[src/logic/mcma_pkg.sv]
// constants, encodings and carriers for the macrocell mode array
`default_nettype none
package mcma_pkg;
    // geometry
    localparam int CELLS      = 8;
    localparam int DED_PINS   = 8;
    localparam int PTERMS     = 8;
    localparam int ADDR_W     = 4;
    localparam int DATA_W     = 32;
    localparam int ARRAY_W    = 18;
    // register byte offsets
    localparam logic [ADDR_W-1:0] CTRL_OFFSET     = 4'h0;
    localparam logic [ADDR_W-1:0] CELL_CFG_OFFSET = 4'h4;
    localparam logic [ADDR_W-1:0] STATUS_OFFSET   = 4'h8;
    // field positions
    localparam int CTRL_MODE_LSB  = 0;
    localparam int CTRL_POWER_DOWN_BIT = 4;
    localparam int CFG_W          = 2;
    localparam int STATUS_POWER_DOWN_BIT = 8;
    localparam int STATUS_OE_LSB  = 16;
    // reset values: every cell starts as an input, driver off
    localparam logic [1:0]  MODE_RESET     = 2'h0;
    localparam logic [15:0] CELL_CFG_RESET = 16'haaaa;
    // pin positions
    localparam int POWER_DOWN_PIN_BIT = 2;
    localparam int ARRAY_PIN1_BIT = 8;
    localparam int ARRAY_PIN11_BIT = 9;
    localparam int ARRAY_FB_LSB   = 10;
    localparam int OUTER_LO_CELL  = 0;
    localparam int OUTER_HI_CELL  = 7;
    localparam int CENTRE_LO_CELL = 3;
    localparam int CENTRE_HI_CELL = 4;
    // bus answers
    localparam logic [1:0] RESP_OKAY   = 2'h0;
    localparam logic [1:0] RESP_SLVERR = 2'h2;

    typedef enum logic [1:0] {MODE_REGISTERED, MODE_COMPLEX, MODE_SIMPLE} mcma_mode_type;
    typedef enum logic [1:0] {CELL_REGISTERED, CELL_COMBINATORIAL, CELL_INPUT} mcma_cell_type;

    // what one macrocell presents to its pin and to the array
    typedef struct packed {
        logic drive;
        logic enable;
        logic feedback;
        logic feedbackValid;
    } mcma_cell_out_type;
endpackage
`default_nettype wire

[src/logic/mcma_macrocell_array.sv]
// eight configurable output macrocells with three architecture modes
// Functional notes
// - registered mode: pin 1 is common clock, pin 11 common output enable.
// - complex mode: pins 1, 11 are array inputs; pins 19, 12 lose feedback.
// - simple mode: centre pins 15, 16 have no feedback, always-enabled outputs.
// - registered cell: clocked by clock pin, enabled by enable pin, eight terms.
// - registered-mode combinatorial cell: one term enables, seven terms summed.
// - a cell configured as input never drives its pin, except the centre cells in simple mode and the outer cells in complex mode.
// - registered mode: each cell registered, combinatorial or input.
// - complex mode: pins 13 to 18 feed pin values back to the array.
// - complex mode: pins 12 and 19 are outputs only, no array input.
// - complex mode: seven terms summed, one term drives the enable.
// - simple mode: eight terms summed; pins 1 and 11 are array inputs.
// - simple mode: other cells are inputs or outputs with pin feedback.
// - with power-down enabled, pin 4 is no longer an array input.
// - during power-down inputs are blocked, all states and outputs held.
// - reset clears every register, so registered outputs read high.
//
// Decided for this implementation: the AXI4-Lite interface to the registers and the placing of the registers.
`timescale 1ns/1ps
`default_nettype none
module mcma_macrocell_array
(
    // clock and reset
    input  wire logic                                         clock,
    input  wire logic                                         nrst,
    // axi4-lite write channels
    input  wire logic [mcma_pkg::ADDR_W-1:0]                  awaddr,
    input  wire logic                                         awvalid,
    output logic                                              awready,
    input  wire logic [mcma_pkg::DATA_W-1:0]                  wdata,
    input  wire logic [3:0]                                   wstrb,
    input  wire logic                                         wvalid,
    output logic                                              wready,
    output logic [1:0]                                        bresp,
    output logic                                              bvalid,
    input  wire logic                                         bready,
    // axi4-lite read channels
    input  wire logic [mcma_pkg::ADDR_W-1:0]                  araddr,
    input  wire logic                                         arvalid,
    output logic                                              arready,
    output logic [mcma_pkg::DATA_W-1:0]                       rdata,
    output logic [1:0]                                        rresp,
    output logic                                              rvalid,
    input  wire logic                                         rready,
    // device pins
    input  wire logic                                         clockPin,
    input  wire logic                                         outputEnablePinN,
    input  wire logic [mcma_pkg::DED_PINS-1:0]                dedicatedPins,
    input  wire logic [mcma_pkg::CELLS-1:0]                   ioPinIn,
    output logic [mcma_pkg::CELLS-1:0]                        ioPinOut,
    output logic [mcma_pkg::CELLS-1:0]                        ioPinOe,
    // and-array side
    input  wire logic [mcma_pkg::CELLS-1:0][mcma_pkg::PTERMS-1:0] productTerms,
    output logic [mcma_pkg::ARRAY_W-1:0]                      arrayIn,
    output logic [mcma_pkg::ARRAY_W-1:0]                      arrayInValid
);
    import mcma_pkg::*;

    localparam int SYNC_W = 2 + DED_PINS + CELLS;

    logic [1:0]               modeBits;
    logic                     powerDownEnable;
    logic [CFG_W*CELLS-1:0]   cellCfg;
    logic [SYNC_W-1:0]        pinMeta;
    logic [SYNC_W-1:0]        pinSync;
    logic                     clockSync;
    logic                     oeSyncN;
    logic [DED_PINS-1:0]      dedSync;
    logic [CELLS-1:0]         ioSync;
    logic                     clockPrev;
    logic                     clockRise;
    logic                     powerDownActive;
    logic [CELLS-1:0]         regQ;
    mcma_mode_type            modeSel;
    mcma_cell_type            cellSel [CELLS];
    mcma_cell_out_type        next_cell [CELLS];
    logic [ARRAY_W-1:0]       next_arrayIn;
    logic [ARRAY_W-1:0]       next_arrayValid;
    logic [DED_PINS-1:0]      dedValid;
    logic                     writeHit;
    logic                     writeMapped;
    logic                     readMapped;
    logic [DATA_W-1:0]        readValue;

    // every pin is asynchronous to clock, so two stages before any use
    always_ff @(posedge clock)
    begin
        if (!nrst)
        begin
            pinMeta <= '0;
            pinSync <= '0;
        end
        else
        begin
            pinMeta <= {clockPin, outputEnablePinN, dedicatedPins, ioPinIn};
            pinSync <= pinMeta;
        end
    end

    assign {clockSync, oeSyncN, dedSync, ioSync} = pinSync;

    // edge detect looks at the second stage only
    always_ff @(posedge clock)
    begin
        if (!nrst)
            clockPrev <= 1'b0;
        else
            clockPrev <= clockSync;
    end

    assign clockRise = clockSync & ~clockPrev;
    assign powerDownActive = powerDownEnable & dedSync[POWER_DOWN_PIN_BIT];

    // mode decode; the spare code falls back to registered
    always_comb
    begin
        case (modeBits)
            2'h1:    modeSel = MODE_COMPLEX;
            2'h2:    modeSel = MODE_SIMPLE;
            default: modeSel = MODE_REGISTERED;
        endcase
    end

    // one macrocell's pin drive, enable and feedback for the current mode
    function automatic mcma_cell_out_type decodeCell(
        input mcma_mode_type     mode,
        input mcma_cell_type     cfg,
        input logic [PTERMS-1:0] terms,
        input logic              regBit,
        input logic              pinBit,
        input logic              oeN,
        input logic              outer,
        input logic              centre);
        mcma_cell_out_type c;
        c               = '0;
        c.feedback      = pinBit;
        c.feedbackValid = 1'b1;
        unique case (mode)
            MODE_REGISTERED:
            begin
                case (cfg)
                    CELL_REGISTERED:
                    begin
                        c.drive    = ~regBit;
                        c.enable   = ~oeN;
                        c.feedback = regBit;
                    end
                    CELL_COMBINATORIAL:
                    begin
                        c.drive  = |terms[PTERMS-1:1];
                        c.enable = terms[0];
                    end
                    default: c.enable = 1'b0;
                endcase
            end
            MODE_COMPLEX:
            begin
                c.drive  = |terms[PTERMS-1:1];
                c.enable = (cfg == CELL_INPUT && !outer) ? 1'b0 : terms[0];
                // outer feedback slots are marked invalid; pins 1 and 11 have their own slots
                // inner cells feed their pins back
                c.feedbackValid = ~outer;
            end
            MODE_SIMPLE:
            begin
                c.drive = |terms;
                // centre cells always driven, no feedback
                // others are inputs or outputs with feedback
                c.enable        = centre ? 1'b1 : (cfg != CELL_INPUT);
                c.feedbackValid = ~centre;
            end
        endcase
        return c;
    endfunction

    genvar k;
    generate
        for (k = 0; k < CELLS; k++)
        begin : g_cell
            localparam logic OUTER  = (k == OUTER_LO_CELL) || (k == OUTER_HI_CELL);
            localparam logic CENTRE = (k == CENTRE_LO_CELL) || (k == CENTRE_HI_CELL);

            // spare configuration code acts as input, the safe choice
            always_comb
            begin
                case (cellCfg[CFG_W*k +: CFG_W])
                    2'h0:    cellSel[k] = CELL_REGISTERED;
                    2'h1:    cellSel[k] = CELL_COMBINATORIAL;
                    default: cellSel[k] = CELL_INPUT;
                endcase
            end

            assign next_cell[k] = decodeCell(modeSel, cellSel[k], productTerms[k],
                                             regQ[k], ioSync[k], oeSyncN, OUTER, CENTRE);

            // capture on the clock pin rising edge
            always_ff @(posedge clock)
            begin
                if (!nrst)
                    regQ[k] <= 1'b0;
                else if (!powerDownActive && clockRise && modeSel == MODE_REGISTERED
                         && cellSel[k] == CELL_REGISTERED)
                    regQ[k] <= |productTerms[k];
            end

            assign next_arrayIn[ARRAY_FB_LSB + k]    = next_cell[k].feedback;
            assign next_arrayValid[ARRAY_FB_LSB + k] = next_cell[k].feedbackValid;
        end
    endgenerate

    // power-down pin drops out of the array when enabled
    always_comb
    begin
        dedValid             = '1;
        dedValid[POWER_DOWN_PIN_BIT] = ~powerDownEnable;
    end

    // pins 1 and 11 serve the registers in registered mode
    // and act as plain array inputs otherwise
    assign next_arrayIn[DED_PINS-1:0]     = dedSync;
    assign next_arrayIn[ARRAY_PIN1_BIT]   = clockSync;
    assign next_arrayIn[ARRAY_PIN11_BIT]  = oeSyncN;
    assign next_arrayValid[DED_PINS-1:0]  = dedValid;
    assign next_arrayValid[ARRAY_PIN1_BIT]  = (modeSel != MODE_REGISTERED);
    assign next_arrayValid[ARRAY_PIN11_BIT] = (modeSel != MODE_REGISTERED);

    // pins and array inputs freeze while powered down
    always_ff @(posedge clock)
    begin
        if (!nrst)
        begin
            ioPinOut     <= '1;
            ioPinOe      <= '0;
            arrayIn      <= '0;
            arrayInValid <= '0;
        end
        else if (!powerDownActive)
        begin
            for (int i = 0; i < CELLS; i++)
            begin
                ioPinOut[i] <= next_cell[i].drive;
                ioPinOe[i]  <= next_cell[i].enable;
            end
            arrayIn      <= next_arrayIn;
            arrayInValid <= next_arrayValid;
        end
    end

    // address decode on word index; low two bits ignored
    assign writeHit    = awready & awvalid & wvalid;
    assign writeMapped = awaddr[ADDR_W-1:2] == CTRL_OFFSET[ADDR_W-1:2]
                      || awaddr[ADDR_W-1:2] == CELL_CFG_OFFSET[ADDR_W-1:2]
                      || awaddr[ADDR_W-1:2] == STATUS_OFFSET[ADDR_W-1:2];
    assign readMapped  = araddr[ADDR_W-1:2] == CTRL_OFFSET[ADDR_W-1:2]
                      || araddr[ADDR_W-1:2] == CELL_CFG_OFFSET[ADDR_W-1:2]
                      || araddr[ADDR_W-1:2] == STATUS_OFFSET[ADDR_W-1:2];

    // write channel: ready one cycle after both arrive, response after that
    always_ff @(posedge clock)
    begin
        if (!nrst)
        begin
            awready <= 1'b0;
            wready  <= 1'b0;
            bvalid  <= 1'b0;
            bresp   <= RESP_OKAY;
        end
        else if (awready)
        begin
            awready <= 1'b0;
            wready  <= 1'b0;
            bvalid  <= 1'b1;
            bresp   <= writeMapped ? RESP_OKAY : RESP_SLVERR;
        end
        else if (bvalid)
        begin
            if (bready)
                bvalid <= 1'b0;
        end
        else if (awvalid && wvalid)
        begin
            awready <= 1'b1;
            wready  <= 1'b1;
        end
    end

    // configuration registers; status writes are accepted and dropped
    always_ff @(posedge clock)
    begin
        if (!nrst)
        begin
            modeBits <= MODE_RESET;
            powerDownEnable <= 1'b0;
            cellCfg  <= CELL_CFG_RESET;
        end
        else if (writeHit)
        begin
            if (awaddr[ADDR_W-1:2] == CTRL_OFFSET[ADDR_W-1:2] && wstrb[0])
            begin
                modeBits <= wdata[CTRL_MODE_LSB +: 2];
                powerDownEnable <= wdata[CTRL_POWER_DOWN_BIT];
            end
            if (awaddr[ADDR_W-1:2] == CELL_CFG_OFFSET[ADDR_W-1:2])
            begin
                if (wstrb[0])
                    cellCfg[7:0] <= wdata[7:0];
                if (wstrb[1])
                    cellCfg[15:8] <= wdata[15:8];
            end
        end
    end

    // read mux
    always_comb
    begin
        readValue = '0;
        if (araddr[ADDR_W-1:2] == CTRL_OFFSET[ADDR_W-1:2])
        begin
            readValue[CTRL_MODE_LSB +: 2] = modeBits;
            readValue[CTRL_POWER_DOWN_BIT] = powerDownEnable;
        end
        else if (araddr[ADDR_W-1:2] == CELL_CFG_OFFSET[ADDR_W-1:2])
            readValue[CFG_W*CELLS-1:0] = cellCfg;
        else if (araddr[ADDR_W-1:2] == STATUS_OFFSET[ADDR_W-1:2])
        begin
            readValue[CELLS-1:0]                  = regQ;
            readValue[STATUS_POWER_DOWN_BIT]      = powerDownActive;
            readValue[STATUS_OE_LSB +: CELLS]     = ioPinOe;
        end
    end

    // read channel: one cycle to accept, data the cycle after
    always_ff @(posedge clock)
    begin
        if (!nrst)
        begin
            arready <= 1'b0;
            rvalid  <= 1'b0;
            rdata   <= '0;
            rresp   <= RESP_OKAY;
        end
        else if (arready)
        begin
            arready <= 1'b0;
            rvalid  <= 1'b1;
            rdata   <= readValue;
            rresp   <= readMapped ? RESP_OKAY : RESP_SLVERR;
        end
        else if (rvalid)
        begin
            if (rready)
                rvalid <= 1'b0;
        end
        else if (arvalid)
            arready <= 1'b1;
    end

    generate
        for (k = 0; k < CELLS; k++)
        begin : g_check
            localparam logic CENTRE = (k == CENTRE_LO_CELL) || (k == CENTRE_HI_CELL);
            localparam logic OUTER  = (k == OUTER_LO_CELL) || (k == OUTER_HI_CELL);

        end
    endgenerate
endmodule
`default_nettype wire

[config.mk]
export PLATFORM = sky130hd
export DESIGN_NAME = mcma_macrocell_array
export DESIGN_NICKNAME = d
export VERILOG_FILES = /design/src/logic/mcma_pkg.sv /design/src/logic/mcma_macrocell_array.sv
export SDC_FILE = /design/constraint.sdc
export NUM_CORES = 1
export LEC_CHECK = 0
export ABC_AREA = 1
export BUFFER_PORTS_ARGS = -buffer_cell sky130_fd_sc_hd__buf_2
export CORE_MARGIN = 2
export CORE_UTILIZATION = 53
export CTS_CLUSTER_SIZE = 30
export DETAILED_ROUTE_END_ITERATION = 10
export MAX_ROUTING_LAYER = met4
export PLACE_DENSITY = 0.82
export REMOVE_ABC_BUFFERS = 1
export SETUP_SLACK_MARGIN = 0.2
export SYNTH_ARGS = -nofsm -noshare
export SYNTH_HDL_FRONTEND = slang
export SYNTH_SLANG_ARGS = --single-unit
[constraint.sdc]
create_clock -name clock -period 3.2 [get_ports clock]
set_clock_uncertainty 0.2 [all_clocks]
set_input_delay 0.32 -clock clock [delete_from_list [all_inputs] [get_ports clock]]
set_output_delay 0.32 -clock clock [all_outputs]
set_load 0.03 [all_outputs]
==> impl_results.md, run 1 <==
- Run status: completed
- Area share of the largest cell type after synthesis: 45.29%
- Count of different cell masters after synthesis: 33
- Post-route cell area: 8020 um2
- Global-route wire length before repair: approximately 26000 um
- Seq/Total Area, Yosys: between 40% and 50%
- Most frequent cells in the layout: buf_2 (192), nand2_1 (189), nor2_1 (140)
- Critical Path Most Common Cell: dlygate4sd3_1
- Routed Antenna Nets: 0
- Largest stage delay, worst path: ~570 ps
- Setup violators final: 0
- Horiz. Die Dim: around 110 um
- Routed wire length: approximately 17000 um
- Clock tree buffer depth: 2
- Tightest Pin Transition: 822.5 ps
- Worst setup path category: in2reg
- # IOs: 226
- Cells after Synth: 850
- Pre-Repair DR Iteration Count: 7
- Hold/Removal Path Class: in2reg
- Non-filler cells in the finished layout: ~1200
- Dpl cells: 1143
- Final period utilization: between 70% and 80%
- Diodes inserted: 0
- Crit path arrival time: around 2500 ps
- CP Capture Type: flop
- Die ar.: 12040 um2
- FP Rows: 38
- Crit Path Max Fanout: 10
- #FFs+latches synth: 134
- Core ar.: 10890 um2
- Clock-pin transition on the worst setup and hold timing paths: approximately 60 ps
- Sink Count: about 130
- Syn Area/Cell: 6.968 um2
- Placed cell areas: approximately 6800 um2
- Vias in the first global route: roughly 5600
- Max_cap viols: 0
- R2r setup slk: 1060 ps
- Post-CTS Setup Bufs: 0
- WP data required: 3390 ps
- DR WL/cell: approximately 14 um
- Ranking of synthesized cells by area: dfxtp_1 (45%), nand2_1 (12%), nor2_1 (8.9%)
- CTS tree: done
- Overall routing resource usage: between 20% and 30%
- Share of cells above drive strength 1: approximately 22%
- Final Slew Violations: 0
- Placer Congestion: ~0.86
- Pleak: 4.115 nW
- EDFF count, synth: 0
- # DRC: 0
- Yosys warns: 0
- Final TNS setup: 0 ps
- Pwr Total: 0.004230 W
- Synth area leader: dfxtp_1
- Largest net degree at the start of global routing: 55
- CTS buffer count: 17
- Post-layout min period: 2264 ps
- Hold violation count in the final report: 0
- Antenna violations before repair: 0
- Most common cell after layout, fill and taps aside: buf_2
- Critical Path, Cell by Cell: dlygate4sd3_1 > buf_2 > inv_1 > nor2_2 > nand3_2 > clkinv_1 > nand2_1 > o211ai_1 > dlygate4sd3_1
- Initial DRC count: ~400
- RSZ-0062 raised after global routing: no
- Post-Synthesis Cell Area: 5923 um2
- Post-synth top flop: dfxtp_1
- Dpl hpwl: 10800 um
- Ys async rst share: 0%
- Worst path slowest cell: dlygate4sd3_1
- PortBufs: between 150 and 200
- Worst slew margin: ~45%
- Via count: between 6000 and 7000
- Worst VDD drop: around 0.53 mV
- Pwr Density: about 530 nW/um2
- Final net count: about 1200
- Clock root cell: clkbuf_8
- Area Growth Syn to Fin: 35.40%
- H-tree depth: 4
- Vias per Instance: 5.058
- Initial core utilization: 54.40%
- F_max: 441.6 MHz
- CP startpoint kind: input pin
- Die height: roughly 110 um
- Congestion Overflow GR: 0
- Worst skew pair latency: about 510 ps
## cell usage after synthesis (2+ instances only)
master,n
o22ai_1,7
o21ai_0,87
clkbuf_2,2
ha_1,2
nand2_1,189
buf_4,28
nand3_2,2
or2_1,3
inv_2,4
nor2_1,140
buf_2,13
nor2_2,5
nor3_1,2
a41oi_1,3
clkinv_1,3
nand3_1,19
dfxtp_1,134
clkbuf_1,9
a21oi_1,59
o21a_1,7
o211ai_1,4
buf_6,2
a31oi_1,3
inv_1,103
nand4_1,11
nor2_4,2
## critical path, delay by kind of cell
kind	cells	cell delay [ps]
buffers and inverters	5	1660
AOI/OAI and AO/OA	1	90
and+or+nand+nor	3	390
## timing repair
action                    CTS  global route
hold endpoints to repair   60             0
hold buffers               60             0
resized for setup           0             0
## routing by layer
metal	wire length (um)	global-route usage [%]
met1	7164	34.24
met2	8410	51.50
met3	1339	5.157
met4	214	9.403
met5	0	-
## registers in the layout, summed over array words and instances, names as in the netlist, 2 cells and up
| name | count |
|---|---|
| cellCfg | 16 |
| regQ | 8 |
| pinSync | 18 |
| ioPinOut | 8 |
| ioPinOe | 8 |
| arrayInValid | 5 |
| modeBits | 2 |
| arrayIn | 18 |
| rdata | 24 |
| pinMeta | 18 |
## logic make-up after synthesis
logic type	after synthesis	synth area share [%]
adders and majority gates	2	0.4224
other	1	0.06331
and+or+nand+nor	375	25.88
AOI/OAI and AO/OA	172	15.44
buffers and inverters	166	12.91
DFF	134	45.29
## through the flow
step,util [%],hold WS [ps],setup slack (ps)
5_1_grt,73.66,30.98,843.7
3_3_place_gp,62.46,191.4,1141
4_1_cts,73.66,2.578,1025
6_report,73.66,32.53,935.7
2_1_floorplan,-,190.0,258.6
3_5_place_dp,62.46,196.8,1116
## report_power, final
part / internal [W] / leakage [nW] / total [W] / switching [W]
clock: 0.00127 / 0.296 / 0.00204 / 0.000761
combinational: 0.000173 / 2.72 / 0.000445 / 0.000271
sequential: 0.00172 / 1.10 / 0.00175 / 0.0000254
total: 0.00317 / 4.12 / 0.00423 / 0.00106
## final timing paths
path	startpoint	to	cells past startpoint
min	productTerms[26]	ioPinOut[3]	7
min reg2reg	pinMeta[16]	pinSync[16]	2
max reg2reg	powerDownEnable	regQ[1]	6
max	awaddr[2]	cellCfg[3]	9
## area by class of cell
class / count / area (um2)
inverter: 111 / 419.2
clock buffer: 18 / 417.9
sequential: 134 / 2683
clock inverter: 14 / 201.4
fill: 873 / 2868
multi-input combinational: 559 / 2510
timing repair buffer: 259 / 1614
tap: 140 / 175.2
No activity file was read; power rests on OpenSTA's default activity.
==> run 2: changes to the inputs <==
--- a/config.mk
+++ b/config.mk
@@ -5,14 +5,14 @@
 export SDC_FILE = /design/constraint.sdc
 export NUM_CORES = 1
 export LEC_CHECK = 0
-export ABC_AREA = 1
+export ABC_AREA = 0
 export BUFFER_PORTS_ARGS = -buffer_cell sky130_fd_sc_hd__buf_2
 export CORE_MARGIN = 2
-export CORE_UTILIZATION = 53
+export CORE_UTILIZATION = 44
 export CTS_CLUSTER_SIZE = 30
 export DETAILED_ROUTE_END_ITERATION = 10
 export MAX_ROUTING_LAYER = met4
-export PLACE_DENSITY = 0.82
+export PLACE_DENSITY = 0.73
 export REMOVE_ABC_BUFFERS = 1
 export SETUP_SLACK_MARGIN = 0.2
 export SYNTH_ARGS = -nofsm -noshare
==> constraint.sdc (replaced) <==
create_clock -name clock -period 1.95 [get_ports clock]
set_clock_uncertainty 0.2 [all_clocks]
set_input_delay 0.195 -clock clock [delete_from_list [all_inputs] [get_ports clock]]
set_output_delay 0.195 -clock clock [all_outputs]
set_load 0.03 [all_outputs]
==> run 2 against run 1 <==
Against the previous run: setup slack got worse by 890 ps; utilization fell by 8.0 points; critical path type is now reg2reg; clock power rose by 51%; wire length rose by 0.51%; combinational power rose by 55%; global-route usage fell by 3.7 points; power rose by 57%; flip-flop and latch count did not move; first-iteration DRC count rose by 22%; cell count fell by 14%; cell area rose by 2.4%; die area rose by 13%.
==> impl_results.md, run 2 <==
- Synth top cells by count: dfxtp_1 (134), nand2_1 (61), and2_1 (39), nand3_1 (32)
- Min-delay src: productTerms[38]
- Vias per Instance: 5.217
- Via count: 5509
- Crit Path Max Fanout: 2
- Crit path arrival time: between 2000 and 2500 ps
- Worst skew pair latency: slightly above 400 ps
- Area Growth Syn to Fin: 46.57%
- CP Capture Type: flop
- Reg2reg start: modeBits[0]
- Worst Hold Depth: 5
- Final Slew Violations: 0
- RR Endpoint: regQ[4]
- CP startpoint kind: flop
- Hold/Removal Path Class: in2reg
- Final period utilization: between 90% and 100%
- Setup violators final: 0
- Ys async rst share: 0%
- RSZ-0062 raised after global routing: yes
- Adder-cell share of the synthesized area: 0.4465%
- Dpl hpwl: between 10000 and 15000 um
- Hold violation count in the final report: 0
- XOR/XNOR Fraction of Synth Area: 0%
- Post-synth top flop: dfxtp_1
- Clock root cell: clkbuf_16
- Placer Congestion: 0.8861
- Switching Share: approximately 23%
- DR WL/cell: between 15 and 20 um
- PortBufs: between 150 and 200
- FP Rows: slightly above 40
- # DRC: 0
- Sink Count: between 100 and 150
- Synth area leader: dfxtp_1
- Int Power: 0.005129 W
- Overall routing resource usage: roughly 26%
- #FFs+latches synth: about 130
- Pleak: roughly 3.6 nW
- Final net count: a little over 1000
- Cell with the most instances after synthesis: dfxtp_1
- Post-Synthesis Cell Area: between 5000 and 6000 um2
- Post-synthesis compound-gate area fraction: roughly a fifth
- Core ar.: ~13000 um2
- Filler cell count: around 1000
- Combined area of the multi-input logic cells: ~2700 um2
- Initial core utilization: roughly 45%
- Pwr Density: 807.6 nW/um2
- NetSw: between 0.0015 and 0.002 W
- Max_cap viols: 0
- Diodes inserted: 0
- Worst path slowest cell: or4_4
- F_max: 524.4 MHz
- CTS buffer count: 17
- Routed Antenna Nets: 0
- Run status: completed
- Seq pwr share: between 40 and 50%
- Horiz. Die Dim: about 120 um
- Worst VDD drop: 0.6397 mV
- Cells after Synth: 610
- Seq/Total Area, Yosys: between 40 and 50%
- Worst r2r path cells: 5
- R2r setup slk: between 40 and 50 ps
- Syn Area/Cell: 9.187 um2
- Die ar.: 13660 um2
- Power share of the combinational group: a little over a tenth
- Max FFs per register: 24
- Register area: approximately 2700 um2
- Clock tree buffer depth: 2
- Clock share of power: between 40% and 50%
- Routed wire length: 17220 um
- Most frequent cells in the layout: buf_2 (192), dfxtp_1 (131), dlygate4sd3_1 (70)
- Pre-Repair DR Iteration Count: 5
- Vias in the first global route: roughly 5300
- Worst setup path category: reg2reg
- Count of different cell masters after synthesis: 58
- Yosys warns: 0
- Antenna violations before repair: 0
- Largest net degree at the start of global routing: 135
- Critical Path, Cell by Cell: inv_2 > ha_4 > or3b_4 > or4_4 > o211a_1
- Clock-pin transition on the worst setup and hold timing paths: roughly 60 ps
- Post-layout min period: roughly 1900 ps
- CTS tree: done
- Worst slew margin: between 60 and 70%
- Tightest Pin Transition: around 560 ps
- EDFF count, synth: 0
- Die height: 116.9 um
- Biggest register: rdata
- # IOs: 226
- Global-route wire length before repair: roughly 26000 um
- Dpl cells: between 900 and 1000
- CP bufs+invs: 1
- Ranking of synthesized cells by area: dfxtp_1 (48%), and2_1 (4.4%), nand2_1 (4.1%)
- Non-filler cells in the finished layout: around 1100
- Simple-gate share of the synthesized area: between 20% and 30%
- Most common cell after layout, fill and taps aside: buf_2
- Largest stage delay, worst path: 420 ps
- Largest family of logic cells by synthesized area: simple AND/OR/NAND/NOR gates
- Area share of the largest cell type after synthesis: roughly 48%
- Hold WS: 56.13 ps
- Initial DRC count: 493
- Post-synthesis mux area share: under 10%
- Congestion Overflow GR: 0
- WP data required: 2050 ps
- Hold Path Sink: regQ[4]
- Share of cells above drive strength 1: 32.69%
- Largest delay share family, worst path: simple AND/OR/NAND/NOR gates
- H-tree depth: 4
[run 2: cell types whose count changed after synthesis, moves of 30 or more]
cell | before | now
and2_1 | 0 | 39
o21ai_0 | 87 | 26
a21oi_1 | 59 | 29
inv_1 | 103 | 5
nand2_1 | 189 | 61
nor2_1 | 140 | 23
[run 2: kinds of logic (layout without fill, tap and decap cells)]
kind of cell,count (synthesis),in the layout
flip-flops,134,134
buffers and inverters,68,333
adder cells (fa/ha/maj),2,2
multiplexers,18,18
AND/OR/NAND/NOR,237,237
other,1,10
AO/OA/AOI/OAI,150,150
[run 2: layout make-up]
cell class              instances  area share (%)
inverters                       5          0.2285
well taps                     172           2.620
repair buffers                299           24.27
multi-input cells             417           33.30
clock buffers                  25           6.032
clock inverters                 4          0.8530
flip-flops and latches        134           32.70
[run 2: how the worst max path moves through the flow]
stage	endpoint	cells past startpoint	startpoint	slack [ps]
detailed placement	ioPinOe[2]	7	modeBits[0]	-290
finish	regQ[4]	5	modeBits[0]	40
global placement	ioPinOe[2]	7	modeBits[0]	-200
floorplan	arrayInValid[16]	1	arrayInValid[16]	-1040
CTS	regQ[4]	5	modeBits[0]	80
global route	ioPinOut[4]	7	modeBits[0]	7
[run 2: stage by stage]
step | power (W) | area, um2 | setup slack [ps] | TNS (ps) | utilization, %
after floorplan | 0.003196 | 5291 | -1035 | -14180 | -
after global placement | 0.003462 | 6733 | -195.7 | -259.6 | 53.79
after detailed placement | 0.003476 | 6733 | -294.9 | -481.0 | 53.79
after CTS | 0.006657 | 8115 | 77.29 | 0 | 64.83
after global routing | 0.006852 | 8214 | 6.894 | 0 | 65.62
final | 0.006634 | 8214 | 42.99 | 0 | 65.62
[run 2: per-layer routing]
| metal | up-vias | wire (um) | GRT usage [%] |
|---|---|---|---|
| li1 | 2646 | - | - |
| met5 | - | 0 | - |
| met3 | 36 | 1149 | 6.231 |
| met4 | 0 | 361 | 8.627 |
| met2 | 228 | 8779 | 44.35 |
| met1 | 2599 | 6927 | 29.34 |
[run 2: what timing repair did]
action,in CTS,in global routing
cloned,0,1
buffers inserted,2,2
hold endpoints to repair,61,0
hold buffers,70,0
endpoints found under the setup margin,30,37
gates resized for setup,23,15
pin swaps,4,4
[run 2: power by group through the flow]
stage	Clock [W]	Combinational (W)	Sequential (W)
floorplan	0	0.000154	0.00304
global placement	0	0.000543	0.00292
detailed placement	0	0.000555	0.00292
CTS	0.00313	0.000666	0.00286
global route	0.00324	0.000738	0.00287
finish	0.00308	0.000689	0.00287
[run 2: tightest hold or removal path, stage by stage]
cell	delay, ps
buf_2	70
nor4_1	50
nand2_1	70
or4_4	120
o211a_1	130
==> run 3: changes to the inputs <==
--- a/config.mk
+++ b/config.mk
@@ -7,6 +7,7 @@
 export LEC_CHECK = 0
 export ABC_AREA = 0
 export BUFFER_PORTS_ARGS = -buffer_cell sky130_fd_sc_hd__buf_2
+export CORE_ASPECT_RATIO = 1.75
 export CORE_MARGIN = 2
 export CORE_UTILIZATION = 44
 export CTS_CLUSTER_SIZE = 30
==> run 3 against run 2 <==
Against the previous run: utilization increased by 1.2 points; clock power rose by 19%; critical endpoint unchanged; setup slack gained 12 ps; critical path type unchanged; largest cell class unchanged.
==> impl_results.md, run 3 (synthesis results as in run 2) <==
- Horiz. Die Dim: around 89 um
- Overall routing resource usage: between 20% and 30%
- Max FFs per register: 24
- Pleak: ~3.6 nW
- Initial core utilization: between 40 and 50%
- Global-route wire length before repair: ~27000 um
- Final period utilization: a little over nine tenths
- Vias in the first global route: ~5500
- Pwr Density: between 800 and 900 nW/um2
- Area Growth Syn to Fin: 48.18%
- Most frequent cells in the layout: buf_2 (192), dfxtp_1 (132), dlygate4sd3_1 (61)
- Placer Congestion: 0.8788
- Worst skew pair latency: around 410 ps
- Run status: completed
- Crit Path Max Fanout: 3
- NetSw: around 0.0016 W
- Worst VDD drop: ~0.73 mV
- Biggest register: rdata
- Share of cells above drive strength 1: between 30% and 40%
- Power share of the combinational group: 9.3%
- Max_cap viols: 0
- Die height: 153.3 um
- Worst setup path category: reg2reg
- Final WS setup: 55.28 ps
- Worst slew margin: between 60% and 70%
- Via count: between 5000 and 6000
- H-tree depth: 4
- Dpl hpwl: ~11000 um
- Routed wire length: approximately 17000 um
- Core ar.: ~12000 um2
- Clock share of power: about half
- Pre-Repair DR Iteration Count: 5
- F_max: 527.8 MHz
- Combined area of the multi-input logic cells: roughly 2800 um2
- # IOs: around 230
- Register area: 2685 um2
- WP data required: a little over 2000 ps
- PortBufs: 193
- Congestion Overflow GR: 0
- FP Rows: 54
- Hold/Removal Path Class: in2reg
- Int Power: between 0.005 and 0.006 W
- Finished Core Util: ~67%
- Setup violators final: 0
- Hold WS: about 7.4 ps
- Hold violation count in the final report: 0
- Clock root cell: clkbuf_16
- Routed Antenna Nets: 0
- RSZ-0062 raised after global routing: yes
- Crit path arrival time: about 2000 ps
- Largest net degree at the start of global routing: between 100 and 150
- DR WL/cell: 16.10 um
- # DRC: 0
- Final net count: 1007
- Dpl cells: approximately 950
- Post-layout min period: 1895 ps
- Clock tree buffer depth: 2
- Die ar.: between 10000 and 15000 um2
- Initial DRC count: 422
- CTS buffer count: 17
- Switching Share: around 22%
- CP startpoint kind: flop
- CP Capture Type: flop
- Most common cell after layout, fill and taps aside: buf_2
- Filler cell count: around 1000
- Vias per Instance: between 5 and 6
- Clock-pin transition on the worst setup and hold timing paths: about 60 ps
- Seq pwr share: around 40%
- Non-filler cells in the finished layout: between 1000 and 1500
- Antenna violations before repair: 1
- Worst slack at placement: -92.85 ps
- Tightest Pin Transition: between 500 and 600 ps
- CTS tree: done
- Final Slew Violations: 0
- Sink Count: between 100 and 150
run 3: cell count changes in the layout (fill, tap and decap cells not counted), moves of 3 or more:
cell and change:
bufinv_16 +4, a221oi_2 -3, a21oi_1 -4, dlygate4sd3_1 -9
clkbuf_1 -4, a21oi_2 +4, buf_6 +6
run 3: worst max-delay path, cell delays in order, from the launching register on:
cell and delay (ps):
dfxtp_2 340, inv_2 50, ha_4 280, or3b_4 380
or4_1 410, o211a_1 140
run 3: final cells by class:
class | instances | share of cell area (%)
multi-input combinational | 417 | 33.18
sequential | 134 | 32.33
timing repair buffer | 297 | 23.55
clock buffer | 19 | 5.454
clock inverter | 12 | 2.697
tap | 168 | 2.531
inverter | 5 | 0.2260
antenna | 1 | 0.03013
run 3: stage by stage:
step	power, W	area, um2	setup TNS, ps
after floorplan	0.003196	5291	-14180
after global placement	0.003461	6745	0
after detailed placement	0.003477	6745	-138.6
after CTS	0.007212	8154	0
after global routing	0.007418	8304	0
final	0.007186	8304	0
run 3: routing by layer:
| metal | vias up | GRT usage, % | share of wire (%) | routed length (um) |
|---|---|---|---|---|
| met1 | 2571 | 28.06 | 36 | 6167 |
| met2 | 245 | 44.13 | 54 | 9191 |
| met4 | 0 | 13.79 | 4.1 | 691 |
| li1 | 2649 | - | - | - |
| met5 | - | - | 0 | 0 |
| met3 | 47 | 3.780 | 5.3 | 906 |
run 3: what timing repair did:
item                                    CTS  global route
hold endpoints to repair                 56             0
hold buffers                             61             0
resized for setup                        19            33
buffers inserted                          6             2
endpoints found under the setup margin   22            34
pin swaps                                 8            19
run 3: worst paths after layout:
check                           slack (ps)        startpoint     endpoint  depth (start not counted)
worst max-delay path                    60       modeBits[0]      regQ[4]                          5
worst max register to register          60       modeBits[0]      regQ[4]                          5
worst min-delay path                     7  productTerms[34]  ioPinOut[4]                          5
worst min register to register         230       pinMeta[11]  pinSync[11]                          1
run 3: power groups by stage:
stage	registers (W)	logic, W	clock network [W]
6_report	0.00286	0.000668	0.00365
5_1_grt	0.00287	0.000722	0.00382
4_1_cts	0.00286	0.000654	0.00370
3_5_place_dp	0.00292	0.000555	0
3_3_place_gp	0.00292	0.000543	0
2_1_floorplan	0.00304	0.000154	0
